## src/pkg/anpr_pkg.sv

```systemverilog
package anpr_pkg;

  // Management device and frame layout
  localparam logic [4:0]  MMD_ADDR   = 5'h07;
  localparam logic [1:0]  OP_ADDR    = 2'h0;
  localparam logic [1:0]  OP_WRITE   = 2'h1;
  localparam logic [1:0]  OP_RINC    = 2'h2;
  localparam logic [5:0]  PRE_ONES   = 6'h20;
  localparam logic [4:0]  HDR_LAST   = 5'h0b;
  localparam logic [4:0]  TA_LAST    = 5'h01;
  localparam logic [4:0]  DATA_LAST  = 5'h0f;

  // Register offsets
  localparam logic [15:0] OFS_LP0    = 16'h0013;
  localparam logic [15:0] OFS_LP1    = 16'h0014;
  localparam logic [15:0] OFS_LP2    = 16'h0015;
  localparam logic [15:0] OFS_NP0    = 16'h0016;
  localparam logic [15:0] OFS_NP1    = 16'h0017;
  localparam logic [15:0] OFS_NP2    = 16'h0018;

  // Reset values
  localparam logic [15:0] RST_LP0    = 16'h0001;
  localparam logic [15:0] RST_LP1    = 16'h0000;
  localparam logic [15:0] RST_LP2    = 16'h0000;
  localparam logic [15:0] RST_NP0    = 16'h2000;
  localparam logic [15:0] RST_NP1    = 16'h0000;
  localparam logic [15:0] RST_NP2    = 16'h0000;

  // Field positions
  localparam int          MORE_POS   = 15;
  localparam int          ACK_POS    = 14;
  localparam int          MSG_POS    = 13;
  localparam int          ACT_POS    = 12;
  localparam int          TOG_POS    = 11;
  localparam int          CODE_MSB   = 10;
  localparam int          SEL_MSB    = 4;
  localparam logic [4:0]  SELECTOR   = 5'h01;

  typedef struct packed {
    logic [15:0] w2;
    logic [15:0] w1;
    logic [15:0] w0;
  } anpr_page_type;

  typedef enum logic [2:0] {
    ST_IDLE,
    ST_START,
    ST_HDR,
    ST_TA,
    ST_DATA
  } anpr_state_type;

endpackage

```

## src/rtl/anpr_partner_capture.sv

```systemverilog
`timescale 1ns/10ps
module anpr_partner_capture
  import anpr_pkg::*;
(
  // Clock and reset
  input  wire logic          mclk,
  input  wire logic          resetn,
  // Received page
  input  wire anpr_page_type rx_page,
  input  wire logic          rx_page_valid,
  // Word 0 read taken
  input  wire logic          snap,
  // Read views
  output logic [15:0]        lp_w0,
  output logic [15:0]        lp_w1,
  output logic [15:0]        lp_w2
);

  anpr_page_type live_q;
  anpr_page_type shd_q;

  // Whole page lands in one edge so no word mixes two pages
  always_ff @(posedge mclk or negedge resetn)
  begin
    if (!resetn)
      live_q <= '{w2: RST_LP2, w1: RST_LP1, w0: RST_LP0};
    else if (rx_page_valid)
      live_q <= '{w2: rx_page.w2, w1: rx_page.w1,
                  w0: {rx_page.w0[15:SEL_MSB+1], SELECTOR}};
  end

  // Words 1 and 2 freeze when word 0 is read
  always_ff @(posedge mclk or negedge resetn)
  begin
    if (!resetn)
      shd_q <= '{w2: RST_LP2, w1: RST_LP1, w0: RST_LP0};
    else if (snap)
      shd_q <= live_q;
  end

  assign lp_w0 = live_q.w0;
  assign lp_w1 = shd_q.w1;
  assign lp_w2 = shd_q.w2;
endmodule // anpr_partner_capture

```

## src/rtl/anpr_toggle_gen.sv

```systemverilog
`timescale 1ns/10ps
module anpr_toggle_gen
(
  // Clock and reset
  input  wire logic mclk,
  input  wire logic resetn,
  // Sequencing events
  input  wire logic an_restart,
  input  wire logic base_toggle,
  input  wire logic np_sent,
  // Toggle for the next page
  output logic      toggle
);

  logic toggle_q;

  // First next page carries the inverse of the base page toggle
  always_ff @(posedge mclk or negedge resetn)
  begin
    if (!resetn)
      toggle_q <= 1'b0;
    else if (an_restart)
      toggle_q <= ~base_toggle;
    else if (np_sent)
      toggle_q <= ~toggle_q;
  end

  assign toggle = toggle_q;
endmodule // anpr_toggle_gen

```

## src/rtl/anpr_page_regs.sv

```systemverilog
`timescale 1ns/10ps
// Behaviour
// Word0 bit15 shows partner next page flag
// Word0 bit14 shows partner acknowledge, read-only
// Word0 bit13 shows partner remote fault
// Word0 bits12:10 show partner pause capabilities
// Word0 bits9:5 show partner echoed nonce
// Word0 bits4:0 always read 00001
// Host reads word0 before words 1, 2
// Word1 bits15:8 show partner ability 10:3
// Word1 bit7 shows partner KR ability
// Word1 bits6,5 show ability 1, KX ability
// Word1 bits4:0 show partner sent nonce
// Word2 bits15,14 show partner FEC request, ability
// Word2 bits13:0 show partner ability 24:11
// Local bit15 sets sent next page flag
// Local bit13 selects message page, resets one
// Local bit12 drives can-act bit, resets zero
// Hardware makes toggle; bit11 only stored
// Local bits10:0 drive code field D10:D0
// Local word1 drives sent bits D31:D16
// Local word2 drives sent bits D47:D32
// Partner page captured as one unit
module anpr_page_regs
  import anpr_pkg::*;
(
  // Clock and reset
  input  wire logic          mclk,
  input  wire logic          resetn,
  // Management serial pins
  input  wire logic          mdc,
  input  wire logic          mdio_in,
  output logic               mdio_out,
  output logic               mdio_oe,
  input  wire logic [4:0]    port_addr,
  // Partner page from the receiver
  input  wire anpr_page_type rx_page,
  input  wire logic          rx_page_valid,
  // Next page sequencing
  input  wire logic          an_restart,
  input  wire logic          base_toggle,
  input  wire logic          np_sent,
  // Next page toward the transmitter
  output anpr_page_type      tx_page
);

  anpr_state_type state_q;
  logic           mdc_q;
  logic [5:0]     ones_q;
  logic [4:0]     cnt_q;
  logic [11:0]    hdr_q;
  logic [15:0]    addr_q;
  logic [15:0]    shift_q;
  logic           local_more_pages_flag_q;
  logic           local_message_page_select_q;
  logic           local_can_act_flag_q;
  logic           local_toggle_shadow_q;
  logic [10:0]    local_page_code_low_q;
  logic [15:0]    local_page_code_mid_q;
  logic [15:0]    local_page_code_top_q;
  logic [15:0]    lp_w0;
  logic [15:0]    lp_w1;
  logic [15:0]    lp_w2;
  logic [15:0]    np0_word;
  logic [15:0]    wdata;
  logic           toggle;
  logic           mdc_rise;
  logic           frame_hit;
  logic           is_read;
  logic           rd_load;
  logic           ta_end;
  logic           data_end;
  logic           reg_wr;
  logic           snap;

  // Pins are already in the mclk domain, so a delayed copy finds edges
  assign mdc_rise  = mdc & ~mdc_q;
  assign frame_hit = (hdr_q[9:5] == port_addr) && (hdr_q[4:0] == MMD_ADDR);
  assign is_read   = hdr_q[11];
  assign rd_load   = mdc_rise && (state_q == ST_TA) && (cnt_q == 5'h00)
                     && frame_hit && is_read;
  assign ta_end    = mdc_rise && (state_q == ST_TA) && (cnt_q == TA_LAST);
  assign data_end  = mdc_rise && (state_q == ST_DATA) && (cnt_q == DATA_LAST);
  assign wdata     = {shift_q[14:0], mdio_in};
  assign reg_wr    = data_end && frame_hit && (hdr_q[11:10] == OP_WRITE);
  assign snap      = rd_load && (addr_q == OFS_LP0);

  // Reserved bit reads zero; the stored toggle is only echoed back
  assign np0_word  = {local_more_pages_flag_q, 1'b0,
                      local_message_page_select_q, local_can_act_flag_q,
                      local_toggle_shadow_q, local_page_code_low_q};

  function automatic logic [15:0] read_word(input logic [15:0] a);
    if (a == OFS_LP0)
      read_word = lp_w0;
    else if (a == OFS_LP1)
      read_word = lp_w1;
    else if (a == OFS_LP2)
      read_word = lp_w2;
    else if (a == OFS_NP0)
      read_word = np0_word;
    else if (a == OFS_NP1)
      read_word = local_page_code_mid_q;
    else if (a == OFS_NP2)
      read_word = local_page_code_top_q;
    else
      read_word = 16'h0000;
  endfunction

  anpr_partner_capture u_capture (
    .mclk          (mclk),
    .resetn        (resetn),
    .rx_page       (rx_page),
    .rx_page_valid (rx_page_valid),
    .snap          (snap),
    .lp_w0         (lp_w0),
    .lp_w1         (lp_w1),
    .lp_w2         (lp_w2)
  );

  anpr_toggle_gen u_toggle (
    .mclk        (mclk),
    .resetn      (resetn),
    .an_restart  (an_restart),
    .base_toggle (base_toggle),
    .np_sent     (np_sent),
    .toggle      (toggle)
  );

  always_ff @(posedge mclk or negedge resetn)
  begin
    if (!resetn)
      mdc_q <= 1'b0;
    else
      mdc_q <= mdc;
  end

  // Frame sequencer; each frame needs a full preamble, none suppressed
  always_ff @(posedge mclk or negedge resetn)
  begin
    if (!resetn)
    begin
      state_q <= ST_IDLE;
      ones_q  <= 6'h00;
      cnt_q   <= 5'h00;
      hdr_q   <= 12'h000;
    end
    else if (mdc_rise)
    begin
      case (state_q)
        ST_IDLE:
        begin
          if (mdio_in)
          begin
            if (ones_q != PRE_ONES)
              ones_q <= ones_q + 6'h01;
          end
          else
          begin
            if (ones_q == PRE_ONES)
              state_q <= ST_START;
            ones_q <= 6'h00;
          end
        end
        ST_START:
        begin
          cnt_q   <= 5'h00;
          state_q <= mdio_in ? ST_IDLE : ST_HDR;
        end
        ST_HDR:
        begin
          hdr_q <= {hdr_q[10:0], mdio_in};
          if (cnt_q == HDR_LAST)
          begin
            cnt_q   <= 5'h00;
            state_q <= ST_TA;
          end
          else
            cnt_q <= cnt_q + 5'h01;
        end
        ST_TA:
        begin
          if (cnt_q == TA_LAST)
          begin
            cnt_q   <= 5'h00;
            state_q <= ST_DATA;
          end
          else
            cnt_q <= cnt_q + 5'h01;
        end
        ST_DATA:
        begin
          if (cnt_q == DATA_LAST)
          begin
            cnt_q   <= 5'h00;
            state_q <= ST_IDLE;
          end
          else
            cnt_q <= cnt_q + 5'h01;
        end
        default:
          state_q <= ST_IDLE;
      endcase
    end
  end

  // Data shifter serves both directions
  always_ff @(posedge mclk or negedge resetn)
  begin
    if (!resetn)
      shift_q <= 16'h0000;
    else if (rd_load)
      shift_q <= read_word(addr_q);
    else if (mdc_rise && (state_q == ST_DATA))
      shift_q <= wdata;
  end

  // Pin driver: zero in second turnaround bit, then data MSB first
  always_ff @(posedge mclk or negedge resetn)
  begin
    if (!resetn)
    begin
      mdio_oe  <= 1'b0;
      mdio_out <= 1'b1;
    end
    else if (rd_load)
    begin
      mdio_oe  <= 1'b1;
      mdio_out <= 1'b0;
    end
    else if (data_end)
    begin
      mdio_oe  <= 1'b0;
      mdio_out <= 1'b1;
    end
    else if (mdio_oe && ta_end)
      mdio_out <= shift_q[15];
    else if (mdio_oe && mdc_rise && (state_q == ST_DATA))
      mdio_out <= shift_q[14];
  end

  // Address register; read-increment steps after the data phase
  always_ff @(posedge mclk or negedge resetn)
  begin
    if (!resetn)
      addr_q <= 16'h0000;
    else if (data_end && frame_hit)
    begin
      if (hdr_q[11:10] == OP_ADDR)
        addr_q <= wdata;
      else if (hdr_q[11:10] == OP_RINC)
        addr_q <= addr_q + 16'h0001;
    end
  end

  // Local next page storage
  always_ff @(posedge mclk or negedge resetn)
  begin
    if (!resetn)
    begin
      local_more_pages_flag_q     <= RST_NP0[MORE_POS];
      local_message_page_select_q <= RST_NP0[MSG_POS];
      local_can_act_flag_q        <= RST_NP0[ACT_POS];
      local_toggle_shadow_q       <= RST_NP0[TOG_POS];
      local_page_code_low_q       <= RST_NP0[CODE_MSB:0];
      local_page_code_mid_q       <= RST_NP1;
      local_page_code_top_q       <= RST_NP2;
    end
    else if (reg_wr)
    begin
      if (addr_q == OFS_NP0)
      begin
        local_more_pages_flag_q     <= wdata[MORE_POS];
        local_message_page_select_q <= wdata[MSG_POS];
        local_can_act_flag_q        <= wdata[ACT_POS];
        local_toggle_shadow_q       <= wdata[TOG_POS];
        local_page_code_low_q       <= wdata[CODE_MSB:0];
      end
      else if (addr_q == OFS_NP1)
        local_page_code_mid_q <= wdata;
      else if (addr_q == OFS_NP2)
        local_page_code_top_q <= wdata;
    end
  end

  // Page for the transmitter; acknowledge belongs to the arbitration engine
  always_ff @(posedge mclk or negedge resetn)
  begin
    if (!resetn)
      tx_page <= '{w2: RST_NP2, w1: RST_NP1, w0: RST_NP0};
    else
    begin
      tx_page.w0 <= {local_more_pages_flag_q, 1'b0,
                     local_message_page_select_q,
                     local_can_act_flag_q,
                     toggle,
                     local_page_code_low_q};
      tx_page.w1 <= local_page_code_mid_q;
      tx_page.w2 <= local_page_code_top_q;
    end
  end
endmodule // anpr_page_regs

```

## config.mk

```make
export PLATFORM = sky130hd
export DESIGN_NAME = anpr_page_regs
export DESIGN_NICKNAME = d
export VERILOG_FILES = /design/src/pkg/anpr_pkg.sv /design/src/rtl/anpr_partner_capture.sv /design/src/rtl/anpr_toggle_gen.sv /design/src/rtl/anpr_page_regs.sv
export SDC_FILE = /design/constraint.sdc
export NUM_CORES = 1
export LEC_CHECK = 0
export BUFFER_PORTS_ARGS = -buffer_cell sky130_fd_sc_hd__buf_2
export CAP_MARGIN = 20
export CORE_MARGIN = 8
export CORE_UTILIZATION = 55
export CTS_CLUSTER_DIAMETER = 50
export DETAILED_ROUTE_END_ITERATION = 12
export GPL_ROUTABILITY_DRIVEN = 0
export GPL_TIMING_DRIVEN = 0
export PLACE_DENSITY = 0.75
export REMOVE_ABC_BUFFERS = 1
export SYNTH_ARGS = -nofsm -noshare
export SYNTH_HDL_FRONTEND = slang
export SYNTH_HIERARCHICAL = 1
export SYNTH_SLANG_ARGS = --single-unit
```

## constraint.sdc

```tcl
create_clock -name mclk -period 4.5 [get_ports mclk]
set_clock_uncertainty 0.05 [all_clocks]
set_input_delay 0 -clock mclk [delete_from_list [all_inputs] [get_ports mclk]]
set_output_delay 0 -clock mclk [all_outputs]
set_load 0.01 [all_outputs]
```

== Yosys cells after proc, flatten, opt, wreduce, memory -nomap -nowiden ==
Index checks and enable logic that the tools add are counted.

* Register bits: 231
* Input bits: 61
* Output and inout port bits: 50
* Logic and storage cells: 121

* $add $sub $neg: 3
* Eq/ne operators: 25
* Multiplexer cells: 31
* Bitwise gates (word level): 6
* Reduce and logical (&&, ||, !) cells: 31

{| class="wikitable"
|+ Operators by type and width
! kind !! count
|-
| two-way mux 16 bit || 10
|-
| equality test 16 x 5 -> 1 bit (second input constant) || 6
|-
| case mux 5 bit (4 select lines) || 1
|-
| adder 16 x 1 -> 16 bit (second input constant) || 1
|-
| two-way mux 3 bit || 5
|-
| two-way mux 5 bit || 3
|-
| case mux 3 bit (5 select lines) || 1
|-
| logical AND 1 bit || 14
|-
| two-way mux 6 bit || 2
|-
| equality test 5 x 4 -> 1 bit (second input constant) || 2
|-
| two-way mux 1 bit || 8
|-
| AND reduction 2 bit || 4
|-
| nonzero test 2 bit || 4
|-
| nonzero test 4 bit || 2
|-
| adder 6 x 1 -> 6 bit (second input constant) || 1
|-
| equality test 3 x 2 -> 1 bit (second input constant) || 2
|-
| equality test 6 bit (second input constant) || 1
|-
| != test 2 x 1 -> 1 bit (second input constant) || 3
|-
| != test 2 bit (second input constant) || 3
|-
| != test 6 bit (second input constant) || 1
|-
| AND reduction 3 bit || 2
|-
| AND reduction 6 bit || 1
|-
| adder 5 x 1 -> 5 bit (second input constant) || 1
|-
| equality test 5 x 1 -> 1 bit (second input constant) || 1
|-
| 13 further kinds || 17
|}

== Logic depth before layout (Yosys ltp) ==
* Word-level depth: 8
* Mapped depth: 10
* Mapped depth without buffers: 8

== Cells and area by module ==
The synthesis kept the hierarchy.

{| class="wikitable"
|+ Modules (own cells, without submodules)
! module !! times used !! cells an instance !! area each (µm²) !! sequential area each (µm²)
|-
| anpr_page_regs || 1 || 635 || 7,355.8 || 3,882.5
|-
| anpr_partner_capture || 1 || 177 || 3,248.1 || 1,876.8
|-
| anpr_toggle_gen || 1 || 3 || 43.8 || 25.0
|}

== Worst setup path after synthesis ==
Ideal clock, no wire load.

* Path kind: reg-to-reg
* From: register addr_q[3]
* To: register u_capture.shd_q, in the netlist u_capture/lp_w1[0]
* Setup time: 125 ps
* Arrival time: 2,548 ps
* Data required time: 4,325 ps
* Slack: 1,777 ps
* Cell stages (with the launch flop): 10
* Buffers on the path: 5
* Period minus slack after synthesis: 2,723 ps
* Path through: dfrtp_1 -> clkbuf_1 -> nor3b_1 -> clkbuf_1 -> nand2_1 -> buf_2 -> nor2_1 -> buf_6 -> buf_6 -> mux2_4

* Word-level cells in the longest chain between the ends: 2

{| class="wikitable"
|+ RTL lines
! element !! line !! RTL
|-
| from (decl) || anpr_page_regs.sv:52 || <nowiki>logic [15:0] addr_q;</nowiki>
|-
| from (signal assigned) || anpr_page_regs.sv:250 || <nowiki>addr_q <= wdata;</nowiki>
|-
| from (signal assigned) || anpr_page_regs.sv:252 || <nowiki>addr_q <= addr_q + 16'h0001;</nowiki>
|-
| equality test 16 x 5 -> 1 bit || anpr_page_regs.sv:86 || <nowiki>assign snap = rd_load && (addr_q == OFS_LP0);</nowiki>
|-
| logical AND 1 bit || anpr_page_regs.sv:86 ||
|-
| net snap || anpr_page_regs.sv:74 || <nowiki>logic snap;</nowiki>
|-
| to (signal assigned) || anpr_partner_capture.sv:36 || <nowiki>shd_q <= '{w2: RST_LP2, w1: RST_LP1, w0: RST_LP0};</nowiki>
|-
| to (signal assigned) || anpr_partner_capture.sv:38 || <nowiki>shd_q <= live_q;</nowiki>
|-
| to (decl) || anpr_partner_capture.sv:20 || <nowiki>anpr_page_type shd_q;</nowiki>
|}

The timed path passes the listed nets, and every way through them passes these cells.
A chain may end at the register's enable or synchronous reset.

== Final worst setup path ==
* From: register addr_q[5]
* To: register u_capture.shd_q, in the netlist u_capture/lp_w1[5]

Same word-level chain as after synthesis.

==> results.py <==
metrics = {
    "cts": {
        "root_buffer": "clkbuf_16",
        "clkLatencyLatePin_ns": 0.52,
        "holdBufCountCts": 60,
        "cts_setup_buffers": 0,
        "cts_buffers": 27,
        "cts_resized": 0,
        "cts_tree": "yes",
        "clkTransAtPathRegs_ns": 0.06,
        "ctsHtreeMaxLevel": 1,
        "cts_max_path_buffers": 3,
        "cts_sinks": 231,
    },
    "pwr": {
        "ir_worst_vdd_mv": 0.254,
        "switching_share": 0.235,
        "power_frac_seq": 0.466,
        "power_w": 0.00489,
        "p_switching_w": 0.00115,
        "power.share.combinational": 0.083,
        "power.internal_w": 0.00374,
        "clockPowerShare": 0.451,
        "leakage_nw": 6.33,
        "power.density_nw_per_um2": 383,
    },
    "sta": {
        "worst_pin_slew_ns": 1.08,
        "final-hold-violation-count": 0,
        "relSlewSlack": 0.275,
        "worst_slack_ns": 0.272,
        "drv_slew": 0,
        "period_needed_ns": 4.23,
        "rsz0062_at_grt": "no",
        "setup_viol": 0,
        "final.setup.tns_ns": 0,
        "period_share": 0.940,
        "timing.fmax_mhz": 237,
    },
    "route": {
        "drtIter0Drc": 475,
        "ant_nets": 0,
        "routed_wl_um": 24300,
        "via_per_inst": 5.71,
        "routedWlPerCell_um": 19.6,
        "vias": 7068,
        "drc_errors": 0,
        "dr.pass1.iters": 5,
    },
    "critical_path": {
        "rr_endpoint": "u_capture/lp_w1[5]",
        "cp_data_arrival_time_ns": 4.58,
        "worstPathMaxFanout": 17,
        "cp-end-kind": "register",
        "startpoint_type": "register",
        "reg2regPathDepth": 6,
        "required_ns": 4.85,
        "reg2reg_slack_ns": 0.27,
        "r2r-start": "addr_q[5]",
        "worstSetupPathType": "register to register",
    },
    "logic_synthesis": {
        "yosysMostFrequentCell": "dfrtp_1",
        "synth_area_um2": 10600,
        "synth_common_cells": "228 x dfrtp_1, 70 x mux2_4, 63 x mux2_2",
        "ys_ff_latch": 231,
        "ys_warn_count": 6,
        "seq_area_frac_synth": 0.543,
        "synth_ff_type": "dfrtp_1",
        "async_flop_share": 1.00,
        "yosysTopAreaCellShare": 0.536,
        "synth_area_per_cell_um2": 13.1,
        "yosys.area.top_type": "dfrtp_1",
        "synth_edf_count": 0,
        "ys_types": 73,
        "synthCells": 815,
        "netlist_top_cells_area": "dfrtp_1 54%, mux2_4 9.9%, mux2_2 6.7%, a21oi_1 1.9%, o221ai_2 1.4%",
    },
    "run_status": {
        "status": "finished, final reports clean",
    },
    "hold_path": {
        "hold_path_class": "input pin to register",
        "min_to": "u_capture/live_q[47]",
        "whs_path_depth": 2,
        "holdCritStartpoint": "rx_page_valid",
    },
    "global_route": {
        "overflow": 0,
        "antenna_found_initial": 0,
        "grt_use_total": 0.204,
        "grt_pass1_wl_um": 39500,
        "grt_start_max_net_pins": 119,
        "first_global_vias": 7228,
    },
    "finish": {
        "nFillCells": 1386,
        "synthToLayoutAreaGrowth_pct": 20.0,
        "num_antenna_cells": 0,
        "drive_above_1_share": 0.335,
        "nNetsFinal": 1026,
    },
    "placement": {
        "dp_worst_setup_slack_ns": 0.309,
        "portBuffers": 104,
        "hpwl_um": 15700,
    },
    "die": {
        "row_count": 51,
        "die_x_um": 155,
        "dieArea_um2": 24100,
        "core_um2": 19200,
        "start_util": 0.554,
        "ios": 111,
        "die_h_um": 155,
    },
    "flow_run": {
        "max_cap_viol_count": 0,
    },
}
[layout by cell type, fill, tap and decap left out, drive strengths merged, types with 7 or more instances in the layout]
cell	count
dfrtp	228
nand3	23
o2bb2ai	16
mux2	136
inv	15
dlygate4sd3	60
nand2	36
ha	11
nor4	7
clkinv	7
a21o	16
a22o	13
a21oi	40
mux2i	13
o221ai	12
buf	113
nor2	21
o21ai	40
clkbuf	35
o211a	14
[logic make-up after synthesis]
| group | Yosys count | synth area share |
|---|---|---|
| flip-flops | 231 | 0.543 |
| other | 3 | 0.00106 |
| AO/OA/AOI/OAI | 185 | 0.128 |
| multiplexers | 149 | 0.181 |
| adder cells (fa/ha/maj) | 11 | 0.0129 |
| buffers and inverters | 79 | 0.0452 |
| AND/OR/NAND/NOR | 147 | 0.0801 |
| XOR/XNOR | 10 | 0.00823 |
[metal layers]
| metal | global-route usage | share of wire |
|---|---|---|
| met5 | 0 | 0 |
| met4 | 0.0537 | 0.019 |
| met2 | 0.338 | 0.49 |
| met3 | 0.0341 | 0.051 |
| met1 | 0.273 | 0.44 |
[state kept, by name, indices dropped and copies added, names as in the netlist, 11 cells and up]
name                   cells
u_capture/live_q          32
tx_page                   47
local_page_code_low_q     11
u_capture/lp_w1           16
hdr_q                     12
shift_q                   16
u_capture/lp_w2           16
local_page_code_top_q     16
local_page_code_mid_q     16
u_capture/lp_w0           11
addr_q                    16
[through the flow]
step                instances  utilization  cell area [um^2]  hold slack (ns)
floorplan                 752            -             10200           -0.346
global placement         1121        0.577             11100           0.0968
detailed placement       1130        0.586             11300           0.0761
CTS                      1238        0.665             12800          0.00159
global route             1238        0.665             12800           0.0257
finish                   1238        0.665             12800           0.0319
[power groups by stage]
| stage | Combinational, W | Sequential [W] | Clock (W) |
|---|---|---|---|
| finish | 0.000405 | 0.00228 | 0.00221 |
| global route | 0.000450 | 0.00229 | 0.00234 |
| CTS | 0.000405 | 0.00228 | 0.00224 |
| detailed placement | 0.000354 | 0.00231 | 0 |
| floorplan | 0.000224 | 0.00228 | 0 |
| global placement | 0.000334 | 0.00231 | 0 |
[worst max-delay path, cell delays in order, from the launching register on]
cell     delay (ns)
dfrtp_1        0.45
or4b_4         0.60
nor3_2         0.85
nand2_1        0.75
nor2_4         0.81
buf_16         0.25
mux2_4         0.32
[worst max path at each step]
stage                   start                  end  cells past startpoint
floorplan           addr_q[0]  u_capture/lp_w1[13]                      5
global placement    addr_q[0]  u_capture/lp_w1[13]                      5
detailed placement  addr_q[5]  u_capture/lp_w2[11]                      6
CTS                 addr_q[5]   u_capture/lp_w1[5]                      6
global route        addr_q[5]   u_capture/lp_w1[5]                      6
finish              addr_q[5]   u_capture/lp_w1[5]                      6
[layout make-up]
class / count / area [um^2] / share of cell area
clock inverters: 13 / 171 / 0.0134
well taps: 265 / 332 / 0.0259
inverters: 13 / 48.8 / 0.00382
multi-input cells: 508 / 4430 / 0.347
flip-flops and latches: 231 / 5780 / 0.453
repair buffers: 173 / 1260 / 0.0988
clock buffers: 35 / 746 / 0.0584
(Power assumes the default switching activity.)
